$ cat src/rtl/adcas_pkg.sv
// constants, types and command layout for the converter control block
package adcas_pkg;

  localparam int          MAX_CH         = 8;
  localparam int          CODE_W         = 12;
  localparam int          CMD_W          = 16;
  localparam int          FIFO_DEPTH     = 2;
  localparam int          FRAME_BITS     = 16;

  // register addresses inside the serial command
  localparam logic [4:0]  ADDR_RESULT    = 5'h00;
  localparam logic [4:0]  ADDR_CHAN      = 5'h01;
  localparam logic [4:0]  ADDR_CFG       = 5'h02;
  localparam logic [4:0]  ADDR_ALERT     = 5'h03;

  // configuration bit positions
  localparam int          CFG_POL_BIT    = 3;
  localparam int          CFG_PIN_EN_BIT = 4;
  localparam int          CFG_BUSY_BIT   = 5;
  localparam int          CFG_DRIVE_BIT  = 6;
  localparam int          CFG_STICKY_BIT = 7;
  localparam int          CFG_SRST_BIT   = 9;

  localparam logic [7:0]  CHAN_RESET     = 8'h00;

  // conversion time, rounded up to whole clocks
  localparam int          CLK_PERIOD_NS  = 25;
  localparam int          CONV_TIME_NS   = 600;
  localparam int          CONV_CYCLES    = (CONV_TIME_NS + CLK_PERIOD_NS - 1) / CLK_PERIOD_NS;

  typedef struct packed {
    logic [4:0]        addr;
    logic              wr;
    logic [9:0]        data;
  } adcas_cmd_s;

  typedef struct packed {
    logic              sticky;
    logic              drive_push_pull;
    logic              busy_sel;
    logic              pin_en;
    logic              pol;
  } adcas_pin_cfg_s;

  localparam adcas_pin_cfg_s CFG_RESET = 5'h00;

  typedef struct packed {
    logic [2:0]        chan;
    logic              alert;
    logic [CODE_W-1:0] code;
  } adcas_result_s;

  typedef struct packed {
    logic [CODE_W-1:0] upper;
    logic [CODE_W-1:0] lower;
    logic [CODE_W-1:0] hyst;
  } adcas_limit_s;

  typedef enum logic [1:0] {
    CONV_IDLE = 2'b00,
    CONV_RUN  = 2'b01,
    CONV_DONE = 2'b10
  } adcas_conv_e;

endpackage

$ cat src/rtl/adcas_top.sv
// alert, busy pin, channel sequencer and daisy-chain serial port of the converter
`timescale 1ns/1ps
module adcas_top
  import adcas_pkg::*;
#(
  parameter int NUM_CH = 8
) (
  input  wire logic                            SYS_CLK_IN,
  input  wire logic                            RSTN_IN,
  input  wire logic                            SCLK_IN,
  input  wire logic                            CS_N_IN,
  input  wire logic                            CONVERSION_START_N_IN,
  input  wire logic                            SERIAL_IN_IN,
  input  wire logic [adcas_pkg::CODE_W-1:0]    CONV_CODE_IN,
  input  wire adcas_pkg::adcas_limit_s [NUM_CH-1:0] LIMITS_IN,
  output logic                                 SERIAL_OUT_OUT,
  output logic                                 SERIAL_OUT_OE_OUT,
  output logic                                 SHARED_INDICATOR_PIN_OUT,
  output logic                                 SHARED_INDICATOR_PIN_OE_OUT,
  output logic [2:0]                           CHANNEL_SEL_OUT,
  output logic                                 CONV_BUSY_OUT
);
  import adcas_pkg::*;

  initial
  begin
    if (NUM_CH < 1 || NUM_CH > MAX_CH)
      $error("channel count must lie between one and eight");
  end

  localparam int CONV_DLY = CONV_CYCLES + 1;

  function automatic logic [2:0] lowest_ch(input logic [NUM_CH-1:0] m);
    logic [2:0] r;
    r = 3'h0;
    for (int i = NUM_CH - 1; i >= 0; i--)
      if (m[i])
        r = 3'(i);
    return r;
  endfunction

  function automatic logic [2:0] next_ch(input logic [NUM_CH-1:0] m, input logic [2:0] cur);
    logic [2:0] r;
    logic       found;
    r     = lowest_ch(m);
    found = 1'b0;
    for (int i = 0; i < NUM_CH; i++)
      if (!found && m[i] && 3'(i) > cur)
      begin
        r     = 3'(i);
        found = 1'b1;
      end
    return r;
  endfunction

  // pin synchronisers: {start, data, select, clock}
  logic [3:0]          sync1_r;
  logic [3:0]          sync2_r;
  logic [3:0]          prev_r;

  always_ff @(posedge SYS_CLK_IN or negedge RSTN_IN)
  begin
    if (!RSTN_IN)
    begin
      // serial clock idles low, the other pins idle high: no false edge after reset
      sync1_r <= 4'he;
      sync2_r <= 4'he;
      prev_r  <= 4'he;
    end
    else
    begin
      sync1_r <= {CONVERSION_START_N_IN, SERIAL_IN_IN, CS_N_IN, SCLK_IN};
      sync2_r <= sync1_r;
      prev_r  <= sync2_r;
    end
  end

  logic                sclk_rise;
  logic                sclk_fall;
  logic                cs_n_s;
  logic                cs_fall;
  logic                cs_rise;
  logic                ser_in_s;
  logic                conv_fall;

  assign sclk_rise = sync2_r[0] && !prev_r[0];
  assign sclk_fall = !sync2_r[0] && prev_r[0];
  assign cs_n_s    = sync2_r[1];
  assign cs_fall   = !sync2_r[1] && prev_r[1];
  assign cs_rise   = sync2_r[1] && !prev_r[1];
  assign ser_in_s  = sync2_r[2];
  assign conv_fall = !sync2_r[3] && prev_r[3];

  // state shared between concerns
  adcas_pin_cfg_s      cfg_r;
  logic [NUM_CH-1:0]   chan_en_r;
  logic [NUM_CH-1:0]   act_mask_r;
  logic                seq_pend_r;
  logic [2:0]          cur_ch_r;
  logic [2:0]          next_ch_r;
  logic [NUM_CH-1:0]   hi_r;
  logic [NUM_CH-1:0]   lo_r;
  logic [NUM_CH-1:0]   hi_nxt;
  logic [NUM_CH-1:0]   lo_nxt;
  logic                alert_any;
  adcas_result_s       result_r;
  logic                conv_pend_r;
  logic [CMD_W-1:0]    read_data_r;
  logic                read_pend_r;
  adcas_conv_e         conv_st_r;
  logic [5:0]          conv_cnt_r;
  logic                busy_r;

  assign alert_any = |(hi_r | lo_r);

  // serial shifter: receive on rising clock, send on falling clock
  logic [CMD_W-1:0]    rx_r;
  logic [CMD_W-1:0]    tx_r;
  logic [7:0]          bit_cnt_r;
  logic                ser_out_r;
  logic                ser_out_oe_r;
  logic [CMD_W-1:0]    tx_word;
  logic                rx_msb;

  assign rx_msb = rx_r[CMD_W-1];
  // a finished conversion overrides a pending register read
  assign tx_word = (conv_pend_r || !read_pend_r) ? CMD_W'(result_r) : read_data_r;

  always_ff @(posedge SYS_CLK_IN or negedge RSTN_IN)
  begin
    if (!RSTN_IN)
    begin
      rx_r      <= '0;
      tx_r      <= '0;
      bit_cnt_r <= 8'h00;
      ser_out_r    <= 1'b0;
      ser_out_oe_r <= 1'b0;
    end
    else if (cs_fall)
    begin
      bit_cnt_r <= 8'h00;
      ser_out_r    <= tx_word[CMD_W-1];
      tx_r         <= {tx_word[CMD_W-2:0], 1'b0};
      ser_out_oe_r <= 1'b1;
    end
    else if (cs_rise)
      ser_out_oe_r <= 1'b0;
    else if (!cs_n_s)
    begin
      if (sclk_rise)
      begin
        rx_r <= {rx_r[CMD_W-2:0], ser_in_s};
        if (bit_cnt_r != 8'hff)
          bit_cnt_r <= bit_cnt_r + 8'h01;
      end
      if (sclk_fall)
      begin
        if (bit_cnt_r >= 8'(FRAME_BITS))
          ser_out_r <= rx_msb;
        else
        begin
          ser_out_r <= tx_r[CMD_W-1];
          tx_r  <= {tx_r[CMD_W-2:0], 1'b0};
        end
      end
    end
  end

  // hold the last whole command of the frame until the buffer accepts it
  logic [CMD_W-1:0]    hold_r;
  logic                push_pend_r;
  logic                fifo_in_ready;
  logic                fifo_out_valid;
  logic [CMD_W-1:0]    fifo_out_data;
  logic                exec_ready;
  logic                frame_done;

  assign frame_done = cs_rise && bit_cnt_r >= 8'(FRAME_BITS);

  always_ff @(posedge SYS_CLK_IN or negedge RSTN_IN)
  begin
    if (!RSTN_IN)
    begin
      hold_r      <= '0;
      push_pend_r <= 1'b0;
    end
    else if (frame_done)
    begin
      hold_r      <= rx_r;
      push_pend_r <= 1'b1;
    end
    else if (fifo_in_ready)
      push_pend_r <= 1'b0;
  end

  // the executor stalls while a conversion result is being judged
  assign exec_ready = (conv_st_r != CONV_DONE);

  adcas_fifo2 #(
    .W     (CMD_W),
    .DEPTH (FIFO_DEPTH)
  ) u_cmd_fifo (
    .clk_in        (SYS_CLK_IN),
    .rst_n_in      (RSTN_IN),
    .in_valid_in   (push_pend_r),
    .in_ready_out  (fifo_in_ready),
    .in_data_in    (hold_r),
    .out_valid_out (fifo_out_valid),
    .out_ready_in  (exec_ready),
    .out_data_out  (fifo_out_data)
  );

  adcas_cmd_s          cmd;
  logic                pop;
  logic                chan_wr;
  logic                soft_rst;
  logic                alert_rd;
  logic                alert_clr;
  logic [CMD_W-1:0]    reg_val;
  logic [CMD_W-1:0]    alert_word;

  assign cmd       = adcas_cmd_s'(fifo_out_data);
  assign pop       = fifo_out_valid && exec_ready;
  assign chan_wr   = pop && cmd.wr && cmd.addr == ADDR_CHAN;
  assign soft_rst  = pop && cmd.wr && cmd.addr == ADDR_CFG && cmd.data[CFG_SRST_BIT];
  assign alert_rd  = pop && !cmd.wr && cmd.addr == ADDR_ALERT;
  assign alert_clr = alert_rd || soft_rst;

  always_comb
  begin
    alert_word = '0;
    for (int i = 0; i < NUM_CH; i++)
    begin
      alert_word[2*i]   = hi_r[i];
      alert_word[2*i+1] = lo_r[i];
    end
    unique case (cmd.addr)
      ADDR_RESULT: reg_val = CMD_W'(result_r);
      ADDR_CHAN:   reg_val = CMD_W'(chan_en_r);
      ADDR_CFG:    reg_val = CMD_W'({cfg_r.sticky, cfg_r.drive_push_pull, cfg_r.busy_sel,
                                     cfg_r.pin_en, cfg_r.pol, 3'h0});
      ADDR_ALERT:  reg_val = alert_word;
      default:     reg_val = '0;
    endcase
  end

  // command execution
  always_ff @(posedge SYS_CLK_IN or negedge RSTN_IN)
  begin
    if (!RSTN_IN)
    begin
      cfg_r       <= CFG_RESET;
      chan_en_r   <= NUM_CH'(CHAN_RESET);
      read_data_r <= '0;
      read_pend_r <= 1'b0;
    end
    else
    begin
      if (cs_fall)
        read_pend_r <= 1'b0;
      if (pop && cmd.wr)
      begin
        if (soft_rst)
        begin
          cfg_r     <= CFG_RESET;
          chan_en_r <= NUM_CH'(CHAN_RESET);
        end
        else if (cmd.addr == ADDR_CFG)
          cfg_r <= '{sticky:          cmd.data[CFG_STICKY_BIT],
                     drive_push_pull: cmd.data[CFG_DRIVE_BIT],
                     busy_sel:        cmd.data[CFG_BUSY_BIT],
                     pin_en:          cmd.data[CFG_PIN_EN_BIT],
                     pol:             cmd.data[CFG_POL_BIT]};
        else if (chan_wr)
          chan_en_r <= cmd.data[NUM_CH-1:0];
      end
      else if (pop)
      begin
        read_data_r <= reg_val;
        read_pend_r <= 1'b1;
      end
    end
  end

  // channel sequencer: the channel chosen now was decided one start earlier
  always_ff @(posedge SYS_CLK_IN or negedge RSTN_IN)
  begin
    if (!RSTN_IN)
    begin
      act_mask_r <= NUM_CH'(CHAN_RESET);
      seq_pend_r <= 1'b0;
      cur_ch_r   <= 3'h0;
      next_ch_r  <= 3'h0;
    end
    else
    begin
      if (conv_fall && conv_st_r == CONV_IDLE)
      begin
        cur_ch_r   <= next_ch_r;
        act_mask_r <= chan_en_r;
        seq_pend_r <= 1'b0;
        if (seq_pend_r)
          next_ch_r <= lowest_ch(chan_en_r);
        else
          next_ch_r <= next_ch(act_mask_r, next_ch_r);
      end
      if (chan_wr || soft_rst)
        seq_pend_r <= 1'b1;
    end
  end

  // conversion timing
  always_ff @(posedge SYS_CLK_IN or negedge RSTN_IN)
  begin
    if (!RSTN_IN)
    begin
      conv_st_r  <= CONV_IDLE;
      conv_cnt_r <= 6'h00;
      busy_r     <= 1'b0;
    end
    else
    begin
      unique case (conv_st_r)
        CONV_IDLE:
          if (conv_fall)
          begin
            conv_st_r  <= CONV_RUN;
            conv_cnt_r <= 6'(CONV_CYCLES - 1);
            busy_r     <= 1'b1;
          end
        CONV_RUN:
          if (conv_cnt_r == 6'h00)
            conv_st_r <= CONV_DONE;
          else
            conv_cnt_r <= conv_cnt_r - 6'h01;
        CONV_DONE:
        begin
          conv_st_r <= CONV_IDLE;
          busy_r    <= 1'b0;
        end
        default:
          conv_st_r <= CONV_IDLE;
      endcase
    end
  end

  // limit check of the channel just converted
  adcas_limit_s        lim;
  logic                over;
  logic                under;

  assign lim   = LIMITS_IN[cur_ch_r];
  assign over  = CONV_CODE_IN > lim.upper;
  assign under = CONV_CODE_IN < lim.lower;

  always_comb
  begin
    hi_nxt = hi_r;
    lo_nxt = lo_r;
    if (alert_clr)
    begin
      hi_nxt = '0;
      lo_nxt = '0;
    end
    if (conv_st_r == CONV_DONE)
    begin
      if (!cfg_r.sticky)
      begin
        if ({1'b0, CONV_CODE_IN} + {1'b0, lim.hyst} < {1'b0, lim.upper})
          hi_nxt[cur_ch_r] = 1'b0;
        if ({1'b0, CONV_CODE_IN} > {1'b0, lim.lower} + {1'b0, lim.hyst})
          lo_nxt[cur_ch_r] = 1'b0;
      end
      // a new violation wins over any clear in the same cycle
      if (over)
        hi_nxt[cur_ch_r] = 1'b1;
      if (under)
        lo_nxt[cur_ch_r] = 1'b1;
    end
  end

  always_ff @(posedge SYS_CLK_IN or negedge RSTN_IN)
  begin
    if (!RSTN_IN)
    begin
      hi_r        <= '0;
      lo_r        <= '0;
      result_r    <= '0;
      conv_pend_r <= 1'b0;
    end
    else
    begin
      hi_r <= hi_nxt;
      lo_r <= lo_nxt;
      if (conv_st_r == CONV_DONE)
      begin
        result_r    <= '{chan: cur_ch_r, alert: |(hi_nxt | lo_nxt), code: CONV_CODE_IN};
        conv_pend_r <= 1'b1;
      end
      else
      begin
        if (alert_clr)
          result_r.alert <= 1'b0;
        if (cs_fall)
          conv_pend_r <= 1'b0;
      end
    end
  end

  // shared indicator pin
  logic                pin_out_r;
  logic                pin_oe_r;
  logic                pin_active;
  logic                pin_level;

  assign pin_active = cfg_r.pin_en && (cfg_r.busy_sel ? busy_r : alert_any);
  assign pin_level  = cfg_r.pol ? pin_active : !pin_active;

  always_ff @(posedge SYS_CLK_IN or negedge RSTN_IN)
  begin
    if (!RSTN_IN)
    begin
      pin_out_r <= 1'b0;
      pin_oe_r  <= 1'b0;
    end
    else if (cfg_r.drive_push_pull)
    begin
      pin_out_r <= pin_level;
      pin_oe_r  <= 1'b1;
    end
    else
    begin
      // open drain only pulls low, so several parts can share the wire
      pin_out_r <= 1'b0;
      pin_oe_r  <= !pin_level;
    end
  end

  assign SERIAL_OUT_OUT              = ser_out_r;
  assign SERIAL_OUT_OE_OUT           = ser_out_oe_r;
  assign SHARED_INDICATOR_PIN_OUT    = pin_out_r;
  assign SHARED_INDICATOR_PIN_OE_OUT = pin_oe_r;
  assign CHANNEL_SEL_OUT             = cur_ch_r;
  assign CONV_BUSY_OUT               = busy_r;

  property p_upper_set;
    @(posedge SYS_CLK_IN) disable iff (!RSTN_IN)
    (conv_st_r == CONV_DONE && over) |=> hi_r[$past(cur_ch_r)];
  endproperty
  a_upper_set: assert property (p_upper_set) else $error("upper violation not flagged");

  property p_lower_set;
    @(posedge SYS_CLK_IN) disable iff (!RSTN_IN)
    (conv_st_r == CONV_DONE && under) |=> lo_r[$past(cur_ch_r)];
  endproperty
  a_lower_set: assert property (p_lower_set) else $error("lower violation not flagged");

  property p_common_bit;
    @(posedge SYS_CLK_IN) disable iff (!RSTN_IN)
    (conv_st_r == CONV_DONE) |=> (result_r.alert == alert_any);
  endproperty
  a_common_bit: assert property (p_common_bit) else $error("result alert bit differs from flags");

  property p_alert_pin;
    @(posedge SYS_CLK_IN) disable iff (!RSTN_IN)
    (cfg_r.pin_en && !cfg_r.busy_sel && cfg_r.drive_push_pull)
      |=> (pin_out_r == ($past(cfg_r.pol) ? $past(alert_any) : !$past(alert_any)));
  endproperty
  a_alert_pin: assert property (p_alert_pin) else $error("alert pin level wrong");

  property p_read_clear;
    @(posedge SYS_CLK_IN) disable iff (!RSTN_IN)
    alert_rd |=> (!alert_any && !result_r.alert);
  endproperty
  a_read_clear: assert property (p_read_clear) else $error("alert read did not clear");

  property p_sticky_hold;
    @(posedge SYS_CLK_IN) disable iff (!RSTN_IN)
    (cfg_r.sticky && !alert_clr && hi_r[cur_ch_r]) |=> hi_r[$past(cur_ch_r)];
  endproperty
  a_sticky_hold: assert property (p_sticky_hold) else $error("sticky flag cleared itself");

  property p_soft_reset;
    @(posedge SYS_CLK_IN) disable iff (!RSTN_IN)
    soft_rst |=> (hi_r == '0 && lo_r == '0);
  endproperty
  a_soft_reset: assert property (p_soft_reset) else $error("software reset left alerts");

  property p_open_drain;
    @(posedge SYS_CLK_IN) disable iff (!RSTN_IN)
    !cfg_r.drive_push_pull |=> !pin_out_r;
  endproperty
  a_open_drain: assert property (p_open_drain) else $error("open drain pin drove high");

  property p_busy_pin;
    @(posedge SYS_CLK_IN) disable iff (!RSTN_IN)
    (cfg_r.pin_en && cfg_r.busy_sel && cfg_r.drive_push_pull)
      |=> (pin_out_r == ($past(cfg_r.pol) ? $past(busy_r) : !$past(busy_r)));
  endproperty
  a_busy_pin: assert property (p_busy_pin) else $error("busy pin level wrong");

  property p_conv_len;
    @(posedge SYS_CLK_IN) disable iff (!RSTN_IN)
    (conv_fall && conv_st_r == CONV_IDLE) |-> ##CONV_DLY (conv_st_r == CONV_DONE);
  endproperty
  a_conv_len: assert property (p_conv_len) else $error("conversion length wrong");

  property p_pass_through;
    @(posedge SYS_CLK_IN) disable iff (!RSTN_IN)
    (!cs_n_s && !cs_fall && !cs_rise && sclk_fall && bit_cnt_r >= 8'(FRAME_BITS)) |=> (ser_out_r == $past(rx_msb));
  endproperty
  a_pass_through: assert property (p_pass_through) else $error("chain data not passed");

  property p_last_cmd;
    @(posedge SYS_CLK_IN) disable iff (!RSTN_IN)
    frame_done |=> (push_pend_r && hold_r == $past(rx_r));
  endproperty
  a_last_cmd: assert property (p_last_cmd) else $error("last command not captured");
endmodule

$ cat src/rtl/adcas_fifo2.sv
// small command buffer between the serial receiver and the executor
`timescale 1ns/1ps
module adcas_fifo2 #(
  parameter int W     = 16,
  parameter int DEPTH = 2
) (
  input  wire logic         clk_in,
  input  wire logic         rst_n_in,
  input  wire logic         in_valid_in,
  output logic              in_ready_out,
  input  wire logic [W-1:0] in_data_in,
  output logic              out_valid_out,
  input  wire logic         out_ready_in,
  output logic [W-1:0]      out_data_out
);
  localparam int PW = (DEPTH > 1) ? $clog2(DEPTH) : 1;

  initial
  begin
    if (DEPTH < 2 || (DEPTH & (DEPTH - 1)) != 0)
      $error("fifo depth must be a power of two, at least two");
  end

  logic [W-1:0]  mem_r [DEPTH];
  logic [PW-1:0] wr_ptr_r;
  logic [PW-1:0] rd_ptr_r;
  logic [PW:0]   count_r;
  logic          push;
  logic          pop;

  assign in_ready_out  = (count_r != (PW+1)'(DEPTH));
  assign out_valid_out = (count_r != '0);
  assign out_data_out  = mem_r[rd_ptr_r];
  assign push          = in_valid_in && in_ready_out;
  assign pop           = out_valid_out && out_ready_in;

  always_ff @(posedge clk_in)
  begin
    if (push)
      mem_r[wr_ptr_r] <= in_data_in;
  end

  always_ff @(posedge clk_in or negedge rst_n_in)
  begin
    if (!rst_n_in)
    begin
      wr_ptr_r <= '0;
      rd_ptr_r <= '0;
      count_r  <= '0;
    end
    else
    begin
      if (push)
        wr_ptr_r <= wr_ptr_r + 1'b1;
      if (pop)
        rd_ptr_r <= rd_ptr_r + 1'b1;
      if (push && !pop)
        count_r <= count_r + 1'b1;
      else if (pop && !push)
        count_r <= count_r - 1'b1;
    end
  end
endmodule

$ cat config.mk
export PLATFORM = sky130hd
export DESIGN_NAME = adcas_top
export DESIGN_NICKNAME = d
export VERILOG_FILES = /design/src/rtl/adcas_pkg.sv /design/src/rtl/adcas_top.sv /design/src/rtl/adcas_fifo2.sv
export SDC_FILE = /design/constraint.sdc
export NUM_CORES = 1
export LEC_CHECK = 0
export BUFFER_PORTS_ARGS = -buffer_cell sky130_fd_sc_hd__buf_2
export CAP_MARGIN = 5
export CORE_MARGIN = 10
export CORE_UTILIZATION = 54
export CTS_BUF_LIST = sky130_fd_sc_hd__clkbuf_4 sky130_fd_sc_hd__clkbuf_8 sky130_fd_sc_hd__clkbuf_16
export CTS_CLUSTER_SIZE = 10
export DETAILED_ROUTE_END_ITERATION = 10
export PLACE_DENSITY = 0.88
export SLEW_MARGIN = 20
export SYNTH_ARGS = -nofsm -noshare
export SYNTH_HDL_FRONTEND = slang
export SYNTH_HIERARCHICAL = 1
export SYNTH_SLANG_ARGS = --single-unit
export TNS_END_PERCENT = 50
$ cat constraint.sdc
create_clock -name SYS_CLK_IN -period 6.7 [get_ports SYS_CLK_IN]
set_input_delay 0.67 -clock SYS_CLK_IN [delete_from_list [all_inputs] [get_ports SYS_CLK_IN]]
set_output_delay 0.67 -clock SYS_CLK_IN [all_outputs]
set_load 0.05 [all_outputs]
==> impl_metrics.env <==
export IMPL_run_status="finished, final reports clean"
export IMPL_grtUsageMet3_pct=11.77
export IMPL_vias_in_the_first_global_route=11459
export IMPL_postSynthAreaPerCell_um2=9.668
export IMPL_ff_latch_area_um2=4941
export IMPL_detail_route_vias_per_cell=6.373
export IMPL_worst_ep_arrival_time_ps=6470
export IMPL_clkSlewWorstSetupHoldPaths_ps=70
export IMPL_placement_setup_worst_slack_ps=553.6
export IMPL_tritoncts="built"
export IMPL_gr_usage_met2_pct=47.47
export IMPL_top_usage_layer="met2"
export IMPL_initial_utilization_pct=54.56
export IMPL_avgRoutedWirePerCell_um=25.45
export IMPL_crit_type="reg -> reg"
export IMPL_final_hold_viol_count=0
export IMPL_worst_case_clock_skew_ps=13.05
export IMPL_place_detailed_hpwl_um=37780
export IMPL_die_width_um=170.8
export IMPL_drc=0
export IMPL_num_io_pins=314
export IMPL_tritoncts_num_buffers=17
export IMPL_design_core_area_um2=22500
export IMPL_achievable_frequency_mhz=162.5
export IMPL_layout_drive_gt1_share_pct=29.49
export IMPL_drtPass1Iterations=6
export IMPL_grt_use_total_pct=31.43
export IMPL_startpoint_type="register"
export IMPL_place_detailed_instances=1823
export IMPL_leakage_power_uw=0.006857
export IMPL_portBuffers=313
export IMPL_min_setup_slack_post_route_ps=546.4
export IMPL_rsz0062_at_grt="no"
export IMPL_setup_violations=0
export IMPL_crit_fanout=23
export IMPL_post_synth_inst_count=1270
export IMPL_global_routing_met1_resource_utilization_pct=42.55
export IMPL_syn_cell_area_um2=12280
export IMPL_timing_final_crit_share_pct=91.84
export IMPL_cts_sink_count=191
export IMPL_period_needed_ps=6154
export IMPL_max_vdd_ir_drop_mv=0.2179
export IMPL_clk_latency_ps=440
export IMPL_cts_root_buf="clkbuf_16"
export IMPL_grt_max_degree=93
export IMPL_rows=55
export IMPL_total_die_area_um2=29170
export IMPL_nNetsFinal=1942
export IMPL_area_growth_synth_to_final_pct=19.98
export IMPL_final_instance_count_without_filler_cells=1858
export IMPL_total_power_uw=6605
export IMPL_place_congestion=1.050
export IMPL_synth_nets=1655
export IMPL_final_fill_count=1748
export IMPL_global_route_wire_length_before_repair_um=69420
export IMPL_max_cap_violations=0
export IMPL_clock_tree_htree_level_count=4
export IMPL_ys_warn_count=6
export IMPL_route_antenna_remaining_nets=0
export IMPL_clock_path_buffers=2
export IMPL_holdCritPathClass="in -> async"
export IMPL_multi_input_area_um2=6929
export IMPL_worst_endpoint_required_ps=7020
export IMPL_wl_um=47290
export IMPL_grt_remaining_overflow=0
export IMPL_die_height_um=170.8
export IMPL_critical_path_endpoint_type="register"
export IMPL_slew_headroom_pct=29.92
export IMPL_power_per_cell_area_nw_per_um2=448.3
export IMPL_detail_route_iter0_violations=1521
export IMPL_vias=11841
export IMPL_tightestPinTransition_ps=1049
export IMPL_final_max_slew_violation_count=0
export IMPL_number_of_antenna_violations_at_the_first_check_in_global_routing=3
export IMPL_fin_setup_tns_ps=0
==> registers in the layout (all words and copies together) (netlist names), 3 cells and up <==
register          cells
u_cmd_fifo/mem_r     30
read_data_r          16
result_r             16
rx_r                 16
hold_r               15
tx_r                 15
act_mask_r            8
bit_cnt_r             8
chan_en_r             8
hi_r                  8
lo_r                  8
conv_cnt_r            6
cfg_r                 5
sync1_r               4
sync2_r               4
CHANNEL_SEL_OUT       3
next_ch_r             3
prev_r                3
==> metal layers <==
layer / share of wire, % / vias up / wire length [um]
met1: 40 / 5703 / 18830
met3: 13 / 67 / 6048
met2: 46 / 758 / 21830
li1: - / 5313 / -
met4: 1.2 / 0 / 573
met5: 0 / - / 0
==> cell usage in the layout (no fill, tap or decap), types with 13 or more instances in the layout <==
cell	count
nand4_1	18
ha_1	77
a21o_1	14
clkbuf_16	17
edfxtp_1	30
nand2_1	162
nor2_1	80
mux2_2	44
a22oi_1	98
nor3_1	18
xnor2_1	20
o211ai_1	14
buf_4	24
and3_1	16
a221oi_1	14
o21ai_0	78
inv_1	40
mux2i_1	40
xor2_1	13
a21oi_1	56
buf_2	312
a22o_1	17
nand3_1	18
dfrtp_1	152
==> power breakdown <==
part | switching (uW) | leakage [uW] | internal [uW]
Combinational | 2200 | 0.00424 | 1570
Sequential | 320 | 0.00233 | 1490
Clock | 476 | 0.000285 | 542
Total | 3000 | 0.00686 | 3610
==> layout make-up <==
cell class,count,area share [%]
multi-input combinational,968,47.04
sequential,191,33.54
timing repair buffer,337,11.90
clock buffer,19,3.032
tap,285,2.421
inverter,42,1.070
clock inverter,13,0.9512
antenna,3,0.05096
==> stage by stage <==
step                hold slack [ps]  cell area, um2  util, %
floorplan                     331.2           12280        -
global placement              333.8           14120    62.76
detailed placement            335.5           14130    62.77
CTS                           313.7           14710    65.38
global route                  311.4           14730    65.47
finish                        292.7           14730    65.47
==> worst paths after layout <==
path | start | to | slack, ps | depth (start not counted)
worst max-delay path | CHANNEL_SEL_OUT[1] | result_r[12] | 550 | 23
worst min-delay path | RSTN_IN | hold_r[14] | 290 | 1
worst max register to register | CHANNEL_SEL_OUT[1] | result_r[12] | 550 | 23
worst min register to register | sync1_r[0] | sync2_r[0] | 350 | 0
max in group asynchronous | RSTN_IN | bit_cnt_r[3] | 5020 | 2
min in group SYS_CLK_IN | SERIAL_IN_IN | sync1_r[2] | 320 | 1
==> critical path, stage by stage, from the launching register on <==
cell and delay (ps):
dfrtp_2 700, nand2b_1 270, nor2_1 270, buf_4 350
a22oi_1 110, nand4_1 240, ha_1 290, a21o_1 170
a21oi_1 240, o21bai_1 100, a21oi_1 220, nor2b_1 100
o2111ai_1 190, nand3_1 140, o41ai_1 380, xnor2_1 120
ha_1 310, a2111oi_0 310, and3_1 280, nand3_1 330
nand2b_1 270, a32o_1 290, nor4_1 240, a31oi_1 120
==> repair_timing <==
item | 4_1_cts | 5_1_grt
gates resized for setup | 0 | 1
buffers inserted | 0 | 0
setup endpoints to repair | 0 | 1
hold buffers | 0 | 0
Power figures use the tool's default switching activity.
